--- src/include/sast_pkg.sv ---
// sast_pkg: shared constants, types and register map of the annunciator block
// assumes: 32-bit apb, byte addresses, one word per register
`default_nettype none
package sast_pkg;

    // ------------------------------------------------------------------
    // register offsets
    // ------------------------------------------------------------------
    localparam logic [7:0] ADDR_LATCH  = 8'h00; // annunciator latch word
    localparam logic [7:0] ADDR_STATUS = 8'h04; // live status, read only
    localparam logic [7:0] ADDR_EVENT  = 8'h08; // sticky events, read clears
    localparam logic [7:0] ADDR_MASK   = 8'h0C; // event mask
    localparam logic [7:0] ADDR_TEST   = 8'h10; // self-test control and result
    localparam logic [7:0] ADDR_CAL    = 8'h14; // calibration control
    localparam logic [7:0] ADDR_LEVEL  = 8'h18; // leveling mode
    localparam logic [7:0] ADDR_DIAG   = 8'h1C; // diagnostic leds readback

    // ------------------------------------------------------------------
    // field positions
    // ------------------------------------------------------------------
    localparam int LAT_OVEN    = 0;
    localparam int LAT_UNLOCK  = 1;
    localparam int LAT_FAULT   = 2;
    localparam int LAT_UNLEV   = 3;
    localparam int LAT_WIDTH   = 8;
    localparam int NUM_LOOPS   = 6;
    localparam int NUM_FAULTS  = 5;
    localparam int NUM_DIAG    = 16;
    localparam int FLT_CAL     = 0;
    localparam int FLT_KICK    = 1;
    localparam int FLT_ADC     = 2;
    localparam int FLT_PEAK    = 3;
    localparam int FLT_TRACK   = 4;
    localparam int EV_WIDTH    = 4;
    localparam int EV_OVEN     = 0;
    localparam int EV_UNLOCK   = 1;
    localparam int EV_FAULT    = 2;
    localparam int EV_TESTDONE = 3;

    // ------------------------------------------------------------------
    // reset values and timing
    // ------------------------------------------------------------------
    localparam logic [7:0]  LATCH_RESET = 8'h00;
    localparam logic [3:0]  MASK_RESET  = 4'h0;
    localparam logic [1:0]  LEVEL_INT   = 2'h0;
    localparam logic [1:0]  LEVEL_EXT_DETECTOR = 2'h1;
    localparam logic [1:0]  LEVEL_METER = 2'h2;
    localparam int          CLK_MHZ     = 125;
    localparam int          KICK_MAX_US = 100;  // longest legal kick pulse
    localparam int          KICK_CYC    = KICK_MAX_US * CLK_MHZ;
    localparam int          BLINK_CYC   = 62500000; // half period of name flash
    localparam logic [15:0] DIAG_PATTERN = 16'hA55A; // bus walk test word

    // self-test states
    typedef enum logic [2:0] {
        ST_IDLE  = 3'b000,
        ST_START = 3'b001,
        ST_MEM   = 3'b010,
        ST_BUS   = 3'b011,
        ST_CHK   = 3'b100,
        ST_DONE  = 3'b101
    } sast_state_t;

    // status inputs grouped together
    typedef struct packed {
        logic                  oven_cold_flag;
        logic [NUM_LOOPS-1:0]  loop_unlock_indicator;
        logic                  unleveled;
        logic                  kick_active;
    } sast_status_t;

    // self-test results reported by the processor side
    typedef struct packed {
        logic mem_ok;   // rom, ram and cpu verified
        logic bus_ok;   // address bus and all data bits verified
        logic adc_ok;
    } sast_test_t;

endpackage
`default_nettype wire

--- src/sast_kick_timer.sv ---
// sast_kick_timer: measures one kick pulse and flags an overtime
// assumes: kick input already synchronised to pclk
`timescale 1ns/10ps
`default_nettype none
module sast_kick_timer #(
    parameter int KICK_CYC = sast_pkg::KICK_CYC
) (
    input  wire logic pclk,
    input  wire logic presetn,
    input  wire logic kick,
    output logic      overtime
);
    logic [31:0] cnt_reg;
    logic [31:0] cnt_next;
    logic        over_reg;
    logic        over_next;

    // count while the pulse stays high, saturate at the limit, restart when low
    always_comb begin
        cnt_next  = !kick ? 32'h0000_0000
                  : (cnt_reg >= 32'(KICK_CYC)) ? cnt_reg : cnt_reg + 32'h0000_0001;
        over_next = kick && (cnt_reg >= 32'(KICK_CYC));
    end

    always_ff @(posedge pclk or negedge presetn) begin
        if (!presetn) begin
            cnt_reg  <= 32'h0000_0000;
            over_reg <= 1'b0;
        end else begin
            cnt_reg  <= cnt_next;
            over_reg <= over_next;
        end
    end

    assign overtime = over_reg;
endmodule
`default_nettype wire

--- src/sast_top.sv ---
// sast_top: front-panel annunciators, check leds and self-test sequencer
// Operation
// self-test starts at power-on and preset
// both check leds lit at test start
// check one off after memory and cpu pass
// check two off after bus and data pass
// both off implies all diagnostic leds off
// oven light follows the oven-cold flag
// processor puts bits, then writes latch address
// unlock light when any loop unlocked
// unlock detail flashes each unlocked loop name
// fault light summarises five flashing sources
// checksum checked only at power-on or preset
// constant update recomputes checksum, clearing fault; here the fault clears only at the next ST_CHK
// overlong kick pulse raises kick fault
// adc checked at power-on and preset
// peak and track faults from their operations
// unleveled light follows leveled state
// exactly one leveling-mode light lit
// latch holds until next write
// assumes: apb master on pclk, status pins asynchronous to pclk
//
// The register addresses and the APB interface to the registers were chosen for this implementation.
`timescale 1ns/10ps
`default_nettype none
module sast_top #(
    parameter int KICK_CYC  = sast_pkg::KICK_CYC,
    parameter int BLINK_CYC = sast_pkg::BLINK_CYC
) (
    input  wire logic                   pclk,
    input  wire logic                   presetn,
    input  wire logic                   psel,
    input  wire logic                   penable,
    input  wire logic                   pwrite,
    input  wire logic [7:0]             paddr,
    input  wire logic [31:0]            pwdata,
    output logic      [31:0]            prdata,
    output logic                        pready,
    output logic                        pslverr,
    input  wire sast_pkg::sast_status_t status_in,
    input  wire logic                   cal_sum_ok,
    input  wire logic                   instrument_preset,
    output logic [7:0]                  annunciator,
    output logic [1:0]                  check_led,
    output logic [15:0]                 diag_led,
    output logic [2:0]                  level_led,
    output logic [5:0]                  unlock_flash,
    output logic [4:0]                  fault_flash,
    output logic                        irq
);
    // ------------------------------------------------------------------
    // input synchronisers
    // ------------------------------------------------------------------
    localparam int SW = $bits(sast_pkg::sast_status_t) + 2;
    logic [SW-1:0] sync1_reg;
    logic [SW-1:0] sync2_reg;

    // two flip-flops per asynchronous pin
    always_ff @(posedge pclk or negedge presetn) begin
        if (!presetn) begin
            sync1_reg <= '0;
            sync2_reg <= '0;
        end else begin
            sync1_reg <= {status_in, cal_sum_ok, instrument_preset};
            sync2_reg <= sync1_reg;
        end
    end

    sast_pkg::sast_status_t st;
    logic                   cal_ok_s;
    logic                   preset_s;
    assign st       = sast_pkg::sast_status_t'(sync2_reg[SW-1:2]);
    assign cal_ok_s = sync2_reg[1];
    assign preset_s = sync2_reg[0];

    // ------------------------------------------------------------------
    // kick overtime detector
    // ------------------------------------------------------------------
    logic kick_over;
    sast_kick_timer #(.KICK_CYC(KICK_CYC)) sast_kick_timer_inst (
        .pclk     (pclk),
        .presetn  (presetn),
        .kick     (st.kick_active),
        .overtime (kick_over)
    );

    // ------------------------------------------------------------------
    // apb decode
    // ------------------------------------------------------------------
    logic wr_en;
    logic rd_en;
    logic known;
    assign wr_en = psel && penable && pwrite;
    assign rd_en = psel && penable && !pwrite;
    assign known = (paddr[1:0] == 2'h0) && (paddr <= sast_pkg::ADDR_DIAG);

    // address match shared by the write decodes and the event read clear
    function automatic logic hit(input logic [7:0] a, input logic [7:0] off);
        hit = (a == off);
    endfunction

    // ------------------------------------------------------------------
    // state registers
    // ------------------------------------------------------------------
    sast_pkg::sast_state_t state_reg, state_next;
    logic [7:0]  latch_reg, latch_next;
    logic [1:0]  check_reg, check_next;
    logic [15:0] diag_reg, diag_next;
    logic [3:0]  event_reg, event_next;
    logic [3:0]  mask_reg, mask_next;
    logic [4:0]  fault_reg, fault_next;
    logic [1:0]  level_reg, level_next;
    logic [2:0]  res_reg, res_next;      // mem_ok, bus_ok, adc_ok
    logic        cal_force_reg, cal_force_next;
    logic        preset_d_reg;
    logic [31:0] blink_cnt_reg, blink_cnt_next;
    logic        blink_reg, blink_next;
    logic [31:0] rdata_next;
    logic [31:0] prdata_reg;
    logic        slverr_next;
    logic        slverr_reg;
    logic        irq_next;
    logic        irq_reg;
    logic [7:0]  ann_reg, ann_next;
    logic [2:0]  lvl_led_reg, lvl_led_next;
    logic [5:0]  uflash_reg, uflash_next;
    logic [4:0]  fflash_reg, fflash_next;
    logic [3:0]  ev_set;
    logic        any_unlock;
    logic        any_fault;

    assign any_unlock = |st.loop_unlock_indicator;
    assign any_fault  = |fault_reg;

    // ------------------------------------------------------------------
    // self-test sequencer and register next values
    // ------------------------------------------------------------------
    always_comb begin
        state_next     = state_reg;
        latch_next     = latch_reg;
        check_next     = check_reg;
        diag_next      = diag_reg;
        mask_next      = mask_reg;
        level_next     = level_reg;
        res_next       = res_reg;
        cal_force_next = cal_force_reg;
        fault_next     = fault_reg;

        // preset edge restarts the test from any state
        if (preset_s && !preset_d_reg) begin
            state_next = sast_pkg::ST_START;
        end else begin
            case (state_reg)
                sast_pkg::ST_IDLE: begin
                    state_next = sast_pkg::ST_IDLE;
                end
                sast_pkg::ST_START: begin
                    check_next = 2'b11;
                    diag_next  = 16'hFFFF;
                    res_next   = 3'b000;
                    state_next = sast_pkg::ST_MEM;
                end
                sast_pkg::ST_MEM: begin
                    if (res_reg[2]) begin
                        check_next[0] = 1'b0;
                        diag_next[7:0] = 8'h00;
                        state_next    = sast_pkg::ST_BUS;
                    end
                end
                sast_pkg::ST_BUS: begin
                    if (res_reg[1]) begin
                        check_next[1]  = 1'b0;
                        diag_next[15:8] = 8'h00;
                        state_next     = sast_pkg::ST_CHK;
                    end
                end
                sast_pkg::ST_CHK: begin
                    // checksum and adc judged here only
                    fault_next[sast_pkg::FLT_CAL] = !(cal_ok_s || cal_force_reg);
                    fault_next[sast_pkg::FLT_ADC] = !res_reg[0];
                    cal_force_next = 1'b0;
                    state_next = sast_pkg::ST_DONE;
                end
                sast_pkg::ST_DONE: begin
                    state_next = sast_pkg::ST_DONE;
                end
                default: begin
                    state_next = sast_pkg::ST_START;
                end
            endcase
        end

        // kick fault stays set until reset
        if (kick_over) begin
            fault_next[sast_pkg::FLT_KICK] = 1'b1;
        end

        // software writes
        if (wr_en) begin
            if (hit(paddr, sast_pkg::ADDR_LATCH)) begin
                latch_next = pwdata[7:0];
            end
            if (hit(paddr, sast_pkg::ADDR_MASK)) begin
                mask_next = pwdata[3:0];
            end
            if (hit(paddr, sast_pkg::ADDR_TEST)) begin
                res_next = res_reg | pwdata[2:0];
            end
            if (hit(paddr, sast_pkg::ADDR_CAL)) begin
                // bit0 constant updated, bit1 peak failed, bit2 track failed
                if (pwdata[0]) begin
                    cal_force_next = 1'b1;
                end
                if (pwdata[1]) begin
                    fault_next[sast_pkg::FLT_PEAK] = 1'b1;
                end
                if (pwdata[2]) begin
                    fault_next[sast_pkg::FLT_TRACK] = 1'b1;
                end
                if (pwdata[3]) begin
                    fault_next[sast_pkg::FLT_PEAK]  = 1'b0;
                    fault_next[sast_pkg::FLT_TRACK] = 1'b0;
                end
            end
            if (hit(paddr, sast_pkg::ADDR_LEVEL) && (pwdata[1:0] != 2'h3)) begin
                level_next = pwdata[1:0];
            end
        end
    end

    // ------------------------------------------------------------------
    // events, read data and output images
    // ------------------------------------------------------------------
    always_comb begin
        ev_set[sast_pkg::EV_OVEN]   = st.oven_cold_flag;
        ev_set[sast_pkg::EV_UNLOCK] = any_unlock;
        ev_set[sast_pkg::EV_FAULT]  = any_fault;
        ev_set[sast_pkg::EV_TESTDONE] = (state_reg == sast_pkg::ST_CHK);
        // read clears, but a new event in the same cycle wins
        event_next = ((rd_en && hit(paddr, sast_pkg::ADDR_EVENT)) ? 4'h0 : event_reg) | ev_set;
        irq_next   = |(event_next & mask_next);

        rdata_next = 32'h0000_0000;
        case (paddr)
            sast_pkg::ADDR_LATCH:  rdata_next[7:0]  = latch_reg;
            sast_pkg::ADDR_STATUS: rdata_next[15:0] = {fault_reg, st.loop_unlock_indicator,
                                                       st.unleveled, st.oven_cold_flag,
                                                       st.kick_active, 2'b00};
            sast_pkg::ADDR_EVENT:  rdata_next[3:0]  = event_reg;
            sast_pkg::ADDR_MASK:   rdata_next[3:0]  = mask_reg;
            sast_pkg::ADDR_TEST:   rdata_next[7:0]  = {state_reg, check_reg, res_reg};
            sast_pkg::ADDR_CAL:    rdata_next[0]    = cal_force_reg;
            sast_pkg::ADDR_LEVEL:  rdata_next[1:0]  = level_reg;
            sast_pkg::ADDR_DIAG:   rdata_next[15:0] = diag_reg;
            default:               rdata_next       = 32'h0000_0000;
        endcase
        slverr_next = psel && !penable ? !known : slverr_reg;

        // latch drives processor-owned bits, live status forces the rest
        ann_next = latch_reg;
        ann_next[sast_pkg::LAT_OVEN]   = st.oven_cold_flag;
        ann_next[sast_pkg::LAT_UNLOCK] = any_unlock;
        ann_next[sast_pkg::LAT_FAULT]  = any_fault;
        ann_next[sast_pkg::LAT_UNLEV]  = st.unleveled;

        // one-hot leveling lights
        case (level_reg)
            sast_pkg::LEVEL_EXT_DETECTOR: lvl_led_next = 3'b010;
            sast_pkg::LEVEL_METER: lvl_led_next = 3'b100;
            default:               lvl_led_next = 3'b001;
        endcase

        // flashing names for the detail views
        blink_cnt_next = (blink_cnt_reg >= 32'(BLINK_CYC - 1)) ? 32'h0000_0000
                                                              : blink_cnt_reg + 32'h0000_0001;
        blink_next     = (blink_cnt_reg >= 32'(BLINK_CYC - 1)) ? !blink_reg : blink_reg;
        uflash_next    = blink_reg ? st.loop_unlock_indicator : 6'h00;
        fflash_next    = blink_reg ? fault_reg : 5'h00;
    end

    // ------------------------------------------------------------------
    // registers
    // ------------------------------------------------------------------
    always_ff @(posedge pclk or negedge presetn) begin
        if (!presetn) begin
            state_reg     <= sast_pkg::ST_START;
            latch_reg     <= sast_pkg::LATCH_RESET;
            check_reg     <= 2'b11;
            diag_reg      <= 16'hFFFF;
            event_reg     <= 4'h0;
            mask_reg      <= sast_pkg::MASK_RESET;
            fault_reg     <= 5'h00;
            level_reg     <= sast_pkg::LEVEL_INT;
            res_reg       <= 3'b000;
            cal_force_reg <= 1'b0;
            preset_d_reg  <= 1'b0;
            blink_cnt_reg <= 32'h0000_0000;
            blink_reg     <= 1'b0;
            prdata_reg    <= 32'h0000_0000;
            slverr_reg    <= 1'b0;
            irq_reg       <= 1'b0;
            ann_reg       <= 8'h00;
            lvl_led_reg   <= 3'b001;
            uflash_reg    <= 6'h00;
            fflash_reg    <= 5'h00;
        end else begin
            state_reg     <= state_next;
            latch_reg     <= latch_next;
            check_reg     <= check_next;
            diag_reg      <= diag_next;
            event_reg     <= event_next;
            mask_reg      <= mask_next;
            fault_reg     <= fault_next;
            level_reg     <= level_next;
            res_reg       <= res_next;
            cal_force_reg <= cal_force_next;
            preset_d_reg  <= preset_s;
            blink_cnt_reg <= blink_cnt_next;
            blink_reg     <= blink_next;
            prdata_reg    <= (psel && !penable) ? rdata_next : prdata_reg;
            slverr_reg    <= slverr_next;
            irq_reg       <= irq_next;
            ann_reg       <= ann_next;
            lvl_led_reg   <= lvl_led_next;
            uflash_reg    <= uflash_next;
            fflash_reg    <= fflash_next;
        end
    end

    // ------------------------------------------------------------------
    // outputs
    // ------------------------------------------------------------------
    assign prdata       = prdata_reg;
    assign pready       = 1'b1;
    assign pslverr      = slverr_reg;
    assign annunciator  = ann_reg;
    assign check_led    = check_reg;
    assign diag_led     = diag_reg;
    assign level_led    = lvl_led_reg;
    assign unlock_flash = uflash_reg;
    assign fault_flash  = fflash_reg;
    assign irq          = irq_reg;
endmodule
`default_nettype wire

--- config.mk ---
export PLATFORM = sky130hd
export DESIGN_NAME = sast_top
export DESIGN_NICKNAME = d
export VERILOG_FILES = /design/src/include/sast_pkg.sv /design/src/sast_kick_timer.sv /design/src/sast_top.sv
export SDC_FILE = /design/constraint.sdc
export NUM_CORES = 1
export LEC_CHECK = 0
export ABC_AREA = 1
export BUFFER_PORTS_ARGS = -buffer_cell sky130_fd_sc_hd__buf_4
export CORE_MARGIN = 2
export CORE_UTILIZATION = 55
export DETAILED_ROUTE_END_ITERATION = 7
export PLACE_DENSITY = 0.87
export SLEW_MARGIN = 10
export SYNTH_ARGS = -nofsm -noshare
export SYNTH_HDL_FRONTEND = slang
export SYNTH_SLANG_ARGS = --single-unit
export TNS_END_PERCENT = 1
--- constraint.sdc ---
create_clock -name pclk -period 2.74 [get_ports pclk]
set_input_delay 0.685 -clock pclk [delete_from_list [all_inputs] [get_ports pclk]]
set_output_delay 0.685 -clock pclk [all_outputs]
set_load 0.05 [all_outputs]
Word-level counts from Yosys, hierarchy flattened
Index checks and enable logic that the tools add are counted.

storage, ports and cells
  word-level logic and storage cells = 132
  input bits = 56
  bits in registers = 177

cells by class
  equality and inequality tests = 20
  multiplexer cells = 38
  bitwise logic cells = 4
  magnitude comparators = 3
  reductions and logical operators = 36
  $add $sub $neg = 2

operator list
  operator                                                                           count
  32-bit two-way mux                                                                 3
  32-bit by 1-bit adder with 32-bit output (second input constant)                   2
  8-bit case mux with 2 select lines                                                 3
  8-bit by 5-bit == test with 1-bit output (second input constant)                   4
  32-bit by 14-bit >= comparator with 1-bit output (second input constant)           1
  32-bit by 26-bit >= comparator with 1-bit output (second input constant)           1
  3-bit two-way mux                                                                  7
  8-bit by 4-bit == test with 1-bit output (second input constant)                   2
  8-bit two-way mux                                                                  2
  4-bit case mux with 4 select lines                                                 1
  3-bit case mux with 5 select lines                                                 1
  4-bit two-way mux                                                                  3
  2-bit case mux with 6 select lines                                                 1
  3-bit AND reduction                                                                4
  1-bit logical AND                                                                  9
  1-bit two-way mux                                                                  9
  8-bit by 3-bit == test with 1-bit output (second input constant)                   1
  8-bit by 5-bit less-or-equal comparator with 1-bit output (second input constant)  1
  8-bit zero test                                                                    1
  2-bit != test (second input constant)                                              4
  2-bit AND reduction                                                                4
  2-bit nonzero test                                                                 4
  1-bit zero test                                                                    7
  1-bit case mux with 7 select lines                                                 1
  23 further kinds                                                                   27

Logic depth before layout (Yosys ltp)
Gate-level depths: netlist (run 1).

  depth in word-level cells = 7
  depth in mapped cells = 11
  mapped depth without buffers = 11

Modules after synthesis
Synthesis (run 1) repeated with hierarchy kept, for this count alone.

second synthesis, totals
  cell total of the unflattened synthesis = 894
  area total of the unflattened synthesis = 7,548.5 um2

by module, submodules not included
  module           times used  cells each  area each (um2)  sequential area each (um2)
  sast_top         1           663         5,833.1          3,208.1
  sast_kick_timer  1           231         1,715.4          825.8

Least setup slack after synthesis (run 1)
OpenSTA, ideal clock, no wires.

  path kind = input-to-reg
  start point = input port paddr[5]
  end point = register latch_reg[4]
  arrival time = 1.591 ns
  setup slack = 1.024 ns
  cell stages on the path = 6
  data required time = 2.615 ns
  cells stage by stage = nor2_1 > nand2_1 > nor2_4 > nand2_4 > buf_6 > mux2_4

on the way
  word-level cells in the longest chain between the ends = 2

ends and longest elaborated chain
  element                        RTL line         source
  start: declaration             sast_top.sv:35   input wire logic [7:0] paddr,
  8-bit zero test                sast_top.sv:99   hit = (a == off);
  2-bit AND reduction (no line)  n/a
  end signal: assignment         sast_top.sv:287  latch_reg <= sast_pkg::LATCH_RESET;
  end signal: assignment         sast_top.sv:308  latch_reg <= latch_next;
  end: declaration               sast_top.sv:106  logic [7:0] latch_reg, latch_next;

No other way between the ends.
A chain may end at the register's enable or synchronous reset.

==> flow_summary.ini, run 1 <==
[outcome]
status = finished clean

[placed_design]
dp.final_hpwl_um = 11100
port_buffers = 89
place_area_um2 = 8090
gp_congestion = 0.929
preCtsSetupSlack_ps = 685

[timing]
final.min_clock_period_ps = 1990
rsz0062_at_grt = no
setup_tns_ps = 0
setup_viol = 0
worstMarginPinSlew_ps = 548
slew_violations = 0
final_hold_viol_count = 0
fmax_ghz = 0.503
skew_ps = 8.77
relSlewSlack_pct = 63.5
setup_slack_ps = 752
fin_crit_sh_pct = 72.5

[clock_tree]
cts_tree = done
clk_path_buf_depth = 2
path_clk_slew_ps = 70
cts_num_sinks = 161
ctsResizeCount = 0
clock_latency_ps = 430
cts_htree_levels = 4
cts_buffers = 17
post-cts-setup-buffers = 0
cts_hold_buf = 0
cts_root_buffer = clkbuf_16

[critical_path]
crit_path_end_kind = output pin
slowest_stage = dfstp_2
critical_path_class = reg2out
worstPathCellList = buf_4
critPathArrivalTime_ps = 1300
setup.worst_path.start_class = register
worst-path-stages = 1
crit_fanout = 11
reg2reg_depth = 10
max_stage_delay_ps = 640
cp.required_ps = 2060
critPathBufInv = 1
cp_top_family = flip-flops

[synthesis]
ys_top_cells_by_area = dfrtp_1 (53%), nand2_1 (11%), nor2_1 (6.2%)
synth_compound_area_share_pct = 5.05
synth.distinct_cells = 38
yosysWarnings = 0
synth-simple-area-share_pct = 25.8
synthFlopType = dfrtp_1
async_reset_ff_share_pct = 100
yosysMostFrequentCell = nand2_1
syn_avg_cell_area_um2 = 8.50
netlist_area_um2 = 7380
yosys.area_share.adder_pct = 0.847
synth_edf_count = 0
netlist.area_leader.share_pct = 53.2
ys_seq_elements = 161
synth_xor_area_share_pct = 2.37
muxShareOfSynthArea_pct = 0.712
synth.top_cells.by_count = nand2_1 (210), dfrtp_1 (157), nor2_1 (121), inv_1 (114), nand3_1 (52)
yosysSeqAreaShare_pct = 54.6
netlist_instances = 868
synth_top_area_cell = dfrtp_1
synth_top_family_by_area = simple AND/OR/NAND/NOR gates

[layout]
diodes = 0
area_growth_pct = 17.8
drive_gt1_share_pct = 16.5
num-nets-final = 1018
design_area_um2 = 8700

[pwr]
irDropWorstVdd_mv = 0.489
p_per_area_nw_per_um2 = 752
p_total_mw = 6.54
leakagePower_nw = 4.52

[floorplan]
die_w_um = 120
initial_utilization_pct = 56.0
ios = 131
die_h_um = 120
core_area_um2 = 13200
die-area_um2 = 14400
rows = 42

[global_routing]
grt_pass1_wl_um = 28400
track_usage_pct = 24.9
grt_pass1_vias = 5902
grt-ovfl-total = 0
grt_max_degree = 61
antenna_found_initial = 0

[flow_run]
cap_violations = 0

[detailed_routing]
drt-total-wl_um = 16900
drc = 0
avgViaCountPerCell = 5.24
drt_first_pass_iters = 7
ant_nets = 0
drtIter0Drc = 720
vias = 6008
wl_per_cell_um = 14.8

[min_path]
min_path_type = in2async
kinds of logic (layout without fill, tap and decap cells):
family | count (synthesis) | in the layout
compound gates | 72 | 72
flops | 161 | 161
fa+ha+maj | 5 | 5
buf+inv | 164 | 245
xor+xnor | 20 | 20
mux | 4 | 4
other cells | 2 | 23
simple gates | 440 | 440
where the power goes:
| part | switching (mW) | leakage (nW) | internal (mW) |
|---|---|---|---|
| clock network | 1.06 | 0.296 | 1.33 |
| logic | 1.09 | 2.15 | 0.373 |
| registers | 0.159 | 2.07 | 2.54 |
| total | 2.30 | 4.52 | 4.24 |
cells in the final DEF, fill, tap and decap left out, drive strengths merged, types with 16 or more instances in the layout:
master  instances
nand2         214
dfrtp         157
nor2          131
inv           126
buf            94
nand3          54
o21ai          36
a21oi          30
conb           23
nor3           21
clkbuf         18
nand4          16
through the flow:
| step | utilization (%) | hold WS (ps) | instances |
|---|---|---|---|
| 2_1_floorplan | - | 331 | 889 |
| 3_3_place_gp | 61.3 | 331 | 1114 |
| 3_5_place_dp | 61.3 | 335 | 1114 |
| 4_1_cts | 65.9 | 232 | 1146 |
| 5_1_grt | 65.9 | 252 | 1146 |
| 6_report | 65.9 | 215 | 1146 |
worst paths after layout:
| path | from | end | slack (ps) |
|---|---|---|---|
| worst max-delay path | diag_led[14]$_DFFE_PN1P_ | diag_led[10] | 750 |
| worst max register to register | blink_cnt_reg[0]$_DFF_PN0_ | blink_cnt_reg[13]$_DFF_PN0_ | 810 |
| worst min register to register | sync1_reg[9]$_DFF_PN0_ | sync2_reg[9]$_DFF_PN0_ | 350 |
| max in group asynchronous | presetn | level_led[0]$_DFF_PN1_ | 1750 |
| min in group pclk | sync1_reg[9]$_DFF_PN0_ | sync2_reg[9]$_DFF_PN0_ | 350 |
| worst min-delay path | presetn | unlock_flash[3]$_DFF_PN0_ | 220 |
per-layer routing:
metal  GRT usage, %  share of wire [%]  routed length [um]
met1           30.4                 39                6690
met2           42.8                 51                8610
met3           5.18                6.1                1030
met4           11.3                3.6                 611
met5              0                  0                   0
final cells by class:
type	count	area, um^2
flip-flops and latches	161	4030
clock inverters	14	169
well taps	176	220
clock buffers	18	439
multi-input cells	564	2650
inverters	119	447
repair buffers	94	734
fillers	945	4490
Power figures use the tool's default switching activity.
==> run 2, diff against run 1 <==
--- a/config.mk
+++ b/config.mk
@@ -8,9 +8,9 @@
 export ABC_AREA = 1
 export BUFFER_PORTS_ARGS = -buffer_cell sky130_fd_sc_hd__buf_4
 export CORE_MARGIN = 2
-export CORE_UTILIZATION = 55
+export CORE_UTILIZATION = 51
 export DETAILED_ROUTE_END_ITERATION = 7
-export PLACE_DENSITY = 0.87
+export PLACE_DENSITY = 0.85
 export SLEW_MARGIN = 10
 export SYNTH_ARGS = -nofsm -noshare
 export SYNTH_HDL_FRONTEND = slang
==> constraint.sdc (replaced) <==
create_clock -name pclk -period 1.75 [get_ports pclk]
set_input_delay 0.4375 -clock pclk [delete_from_list [all_inputs] [get_ports pclk]]
set_output_delay 0.4375 -clock pclk [all_outputs]
set_load 0.05 [all_outputs]
==> run 2 against run 1 <==
  * Sequential cell count stayed put
  * Utilization down 2.4 points
  * Final cell count up 1.9%
  * Critical path type unchanged
  * Clock skew rose by 4.8 ps
  * Register-to-register slack worse by 690 ps
  * Hold slack got worse by 100 ps
  * Critical endpoint is now check_led[1]
  * Global-route usage fell by 2.5 points
  * Largest cell class unchanged
  * Critical path depth unchanged
==> flow_summary.ini, run 2 (synthesis results as in run 1) <==
[outcome]
status = finished clean

[floorplan]
ios = 131
core_area_um2 = 14000
die_h_um = 124
initial_utilization_pct = 52.8
die_w_um = 124
die-area_um2 = 15500
rows = 43

[timing]
rsz0062_at_grt = yes
setup_tns_ps = 0
slew_violations = 0
final_hold_viol_count = 0
setup_viol = 0
final.min_clock_period_ps = 1730
fin_crit_sh_pct = 98.9
fmax_ghz = 0.578
skew_ps = 13.6

[clock_tree]
clk_path_buf_depth = 2
cts_root_buffer = clkbuf_16
path_clk_slew_ps = 70
cts_num_sinks = 161
cts_tree = done
cts_buffers = 17
cts_htree_levels = 4
clock_latency_ps = 430

[critical_path]
critPathArrivalTime_ps = 1290
slowest_stage = dfstp_2
crit_fanout = 11
critPathBufInv = 1
crit_path_end_kind = output pin
cp_top_family = flip-flops
critical_path_class = reg2out
setup.worst_path.start_class = register
max_stage_delay_ps = 630
worstPathCellList = buf_4
cp.required_ps = 1310

[layout]
num-nets-final = 1036
fin_cells = 1168
layout_common_cells = nand2_1 (209), dfrtp_1 (157), nor2_1 (121), inv_1 (114), buf_4 (106)
drive_gt1_share_pct = 18.3
diodes = 0
area_growth_pct = 20.4
final_common_cell = nand2_1

[placed_design]
dp.final_hpwl_um = 11400
post-place-cells = 1133
gp_congestion = 0.909
port_buffers = 89

[detailed_routing]
drtIter0Drc = 602
met2_length_um = 8390
dr.max_layer_used = met4
drt-total-wl_um = 16900
vias = 6038
drc = 0
wl_met3_um = 1170
drt_first_pass_iters = 6
met1_length_um = 6760
avgViaCountPerCell = 5.17
wl_per_cell_um = 14.5
ant_nets = 0

[global_routing]
antenna_found_initial = 0
track_usage_pct = 22.4
grt_pass1_vias = 5915
grt-ovfl-total = 0
grt_max_degree = 50
grt_pass1_wl_um = 28000

[pwr]
irDropWorstVdd_mv = 0.947
leakagePower_nw = 4.62
p_per_area_nw_per_um2 = 1150

[min_path]
min_path_type = in2reg

[flow_run]
cap_violations = 0
[run 2: area by class of cell]
class                   count  area [um^2]
repair buffers            112          897
well taps                 180          225
clock buffers              17          425
inverters                 119          447
flip-flops and latches    161         4030
multi-input cells         564         2670
clock inverters            15          189
fillers                  1057         5100
[run 2: per-layer routing]
layer / GRT usage, % / up-vias
li1: - / 2867
met1: 27.5 / 2848
met5: 0 / -
met3: 5.63 / 55
met4: 9.58 / 0
met2: 37.7 / 268
[run 2: worst paths after layout]
check                                           start                     endpoint  slack, ps  depth (start not counted)
max                          diag_led[14]$_DFFE_PN1P_                 check_led[1]         20                          1
min                                      status_in[7]       sync1_reg[9]$_DFF_PN0_        110                          1
max reg2reg                blink_cnt_reg[1]$_DFF_PN0_  blink_cnt_reg[14]$_DFF_PN0_        120                          8
min reg2reg                   sync1_reg[10]$_DFF_PN0_      sync2_reg[10]$_DFF_PN0_        350                          0
max in group asynchronous                     presetn       level_led[0]$_DFF_PN1_        640                          3
min in group asynchronous                     presetn   blink_cnt_reg[2]$_DFF_PN0_        460                          2
[run 2: where the power goes]
group	total [mW]	internal, mW	switching [mW]
registers	4.21	3.98	0.230
clock network	3.72	1.94	1.78
logic	2.29	0.623	1.67
total	10.2	6.54	3.67
[run 2: per-stage QoR]
step / hold slack, ps / instance area, um^2 / setup WS [ps] / utilization (%) / total power, mW
6_report: 111 / 8890 / 18.8 / 63.5 / 10.2
5_1_grt: 99.4 / 8890 / -42.6 / 63.5 / 10.6
4_1_cts: 105 / 8860 / -3.45 / 63.3 / 10.2
3_5_place_dp: 336 / 8230 / 9.32 / 58.8 / 6.52
3_3_place_gp: 333 / 8230 / 102 / 58.8 / 6.47
2_1_floorplan: 142 / 7460 / 282 / - / 6.04
[run 2: what timing repair did]
item	4_1_cts	5_1_grt
cloned	0	0
setup endpoints to repair	9	25
hold endpoints to repair	29	0
gates resized for setup	0	4
hold buffers	1	0
buffers inserted	0	2
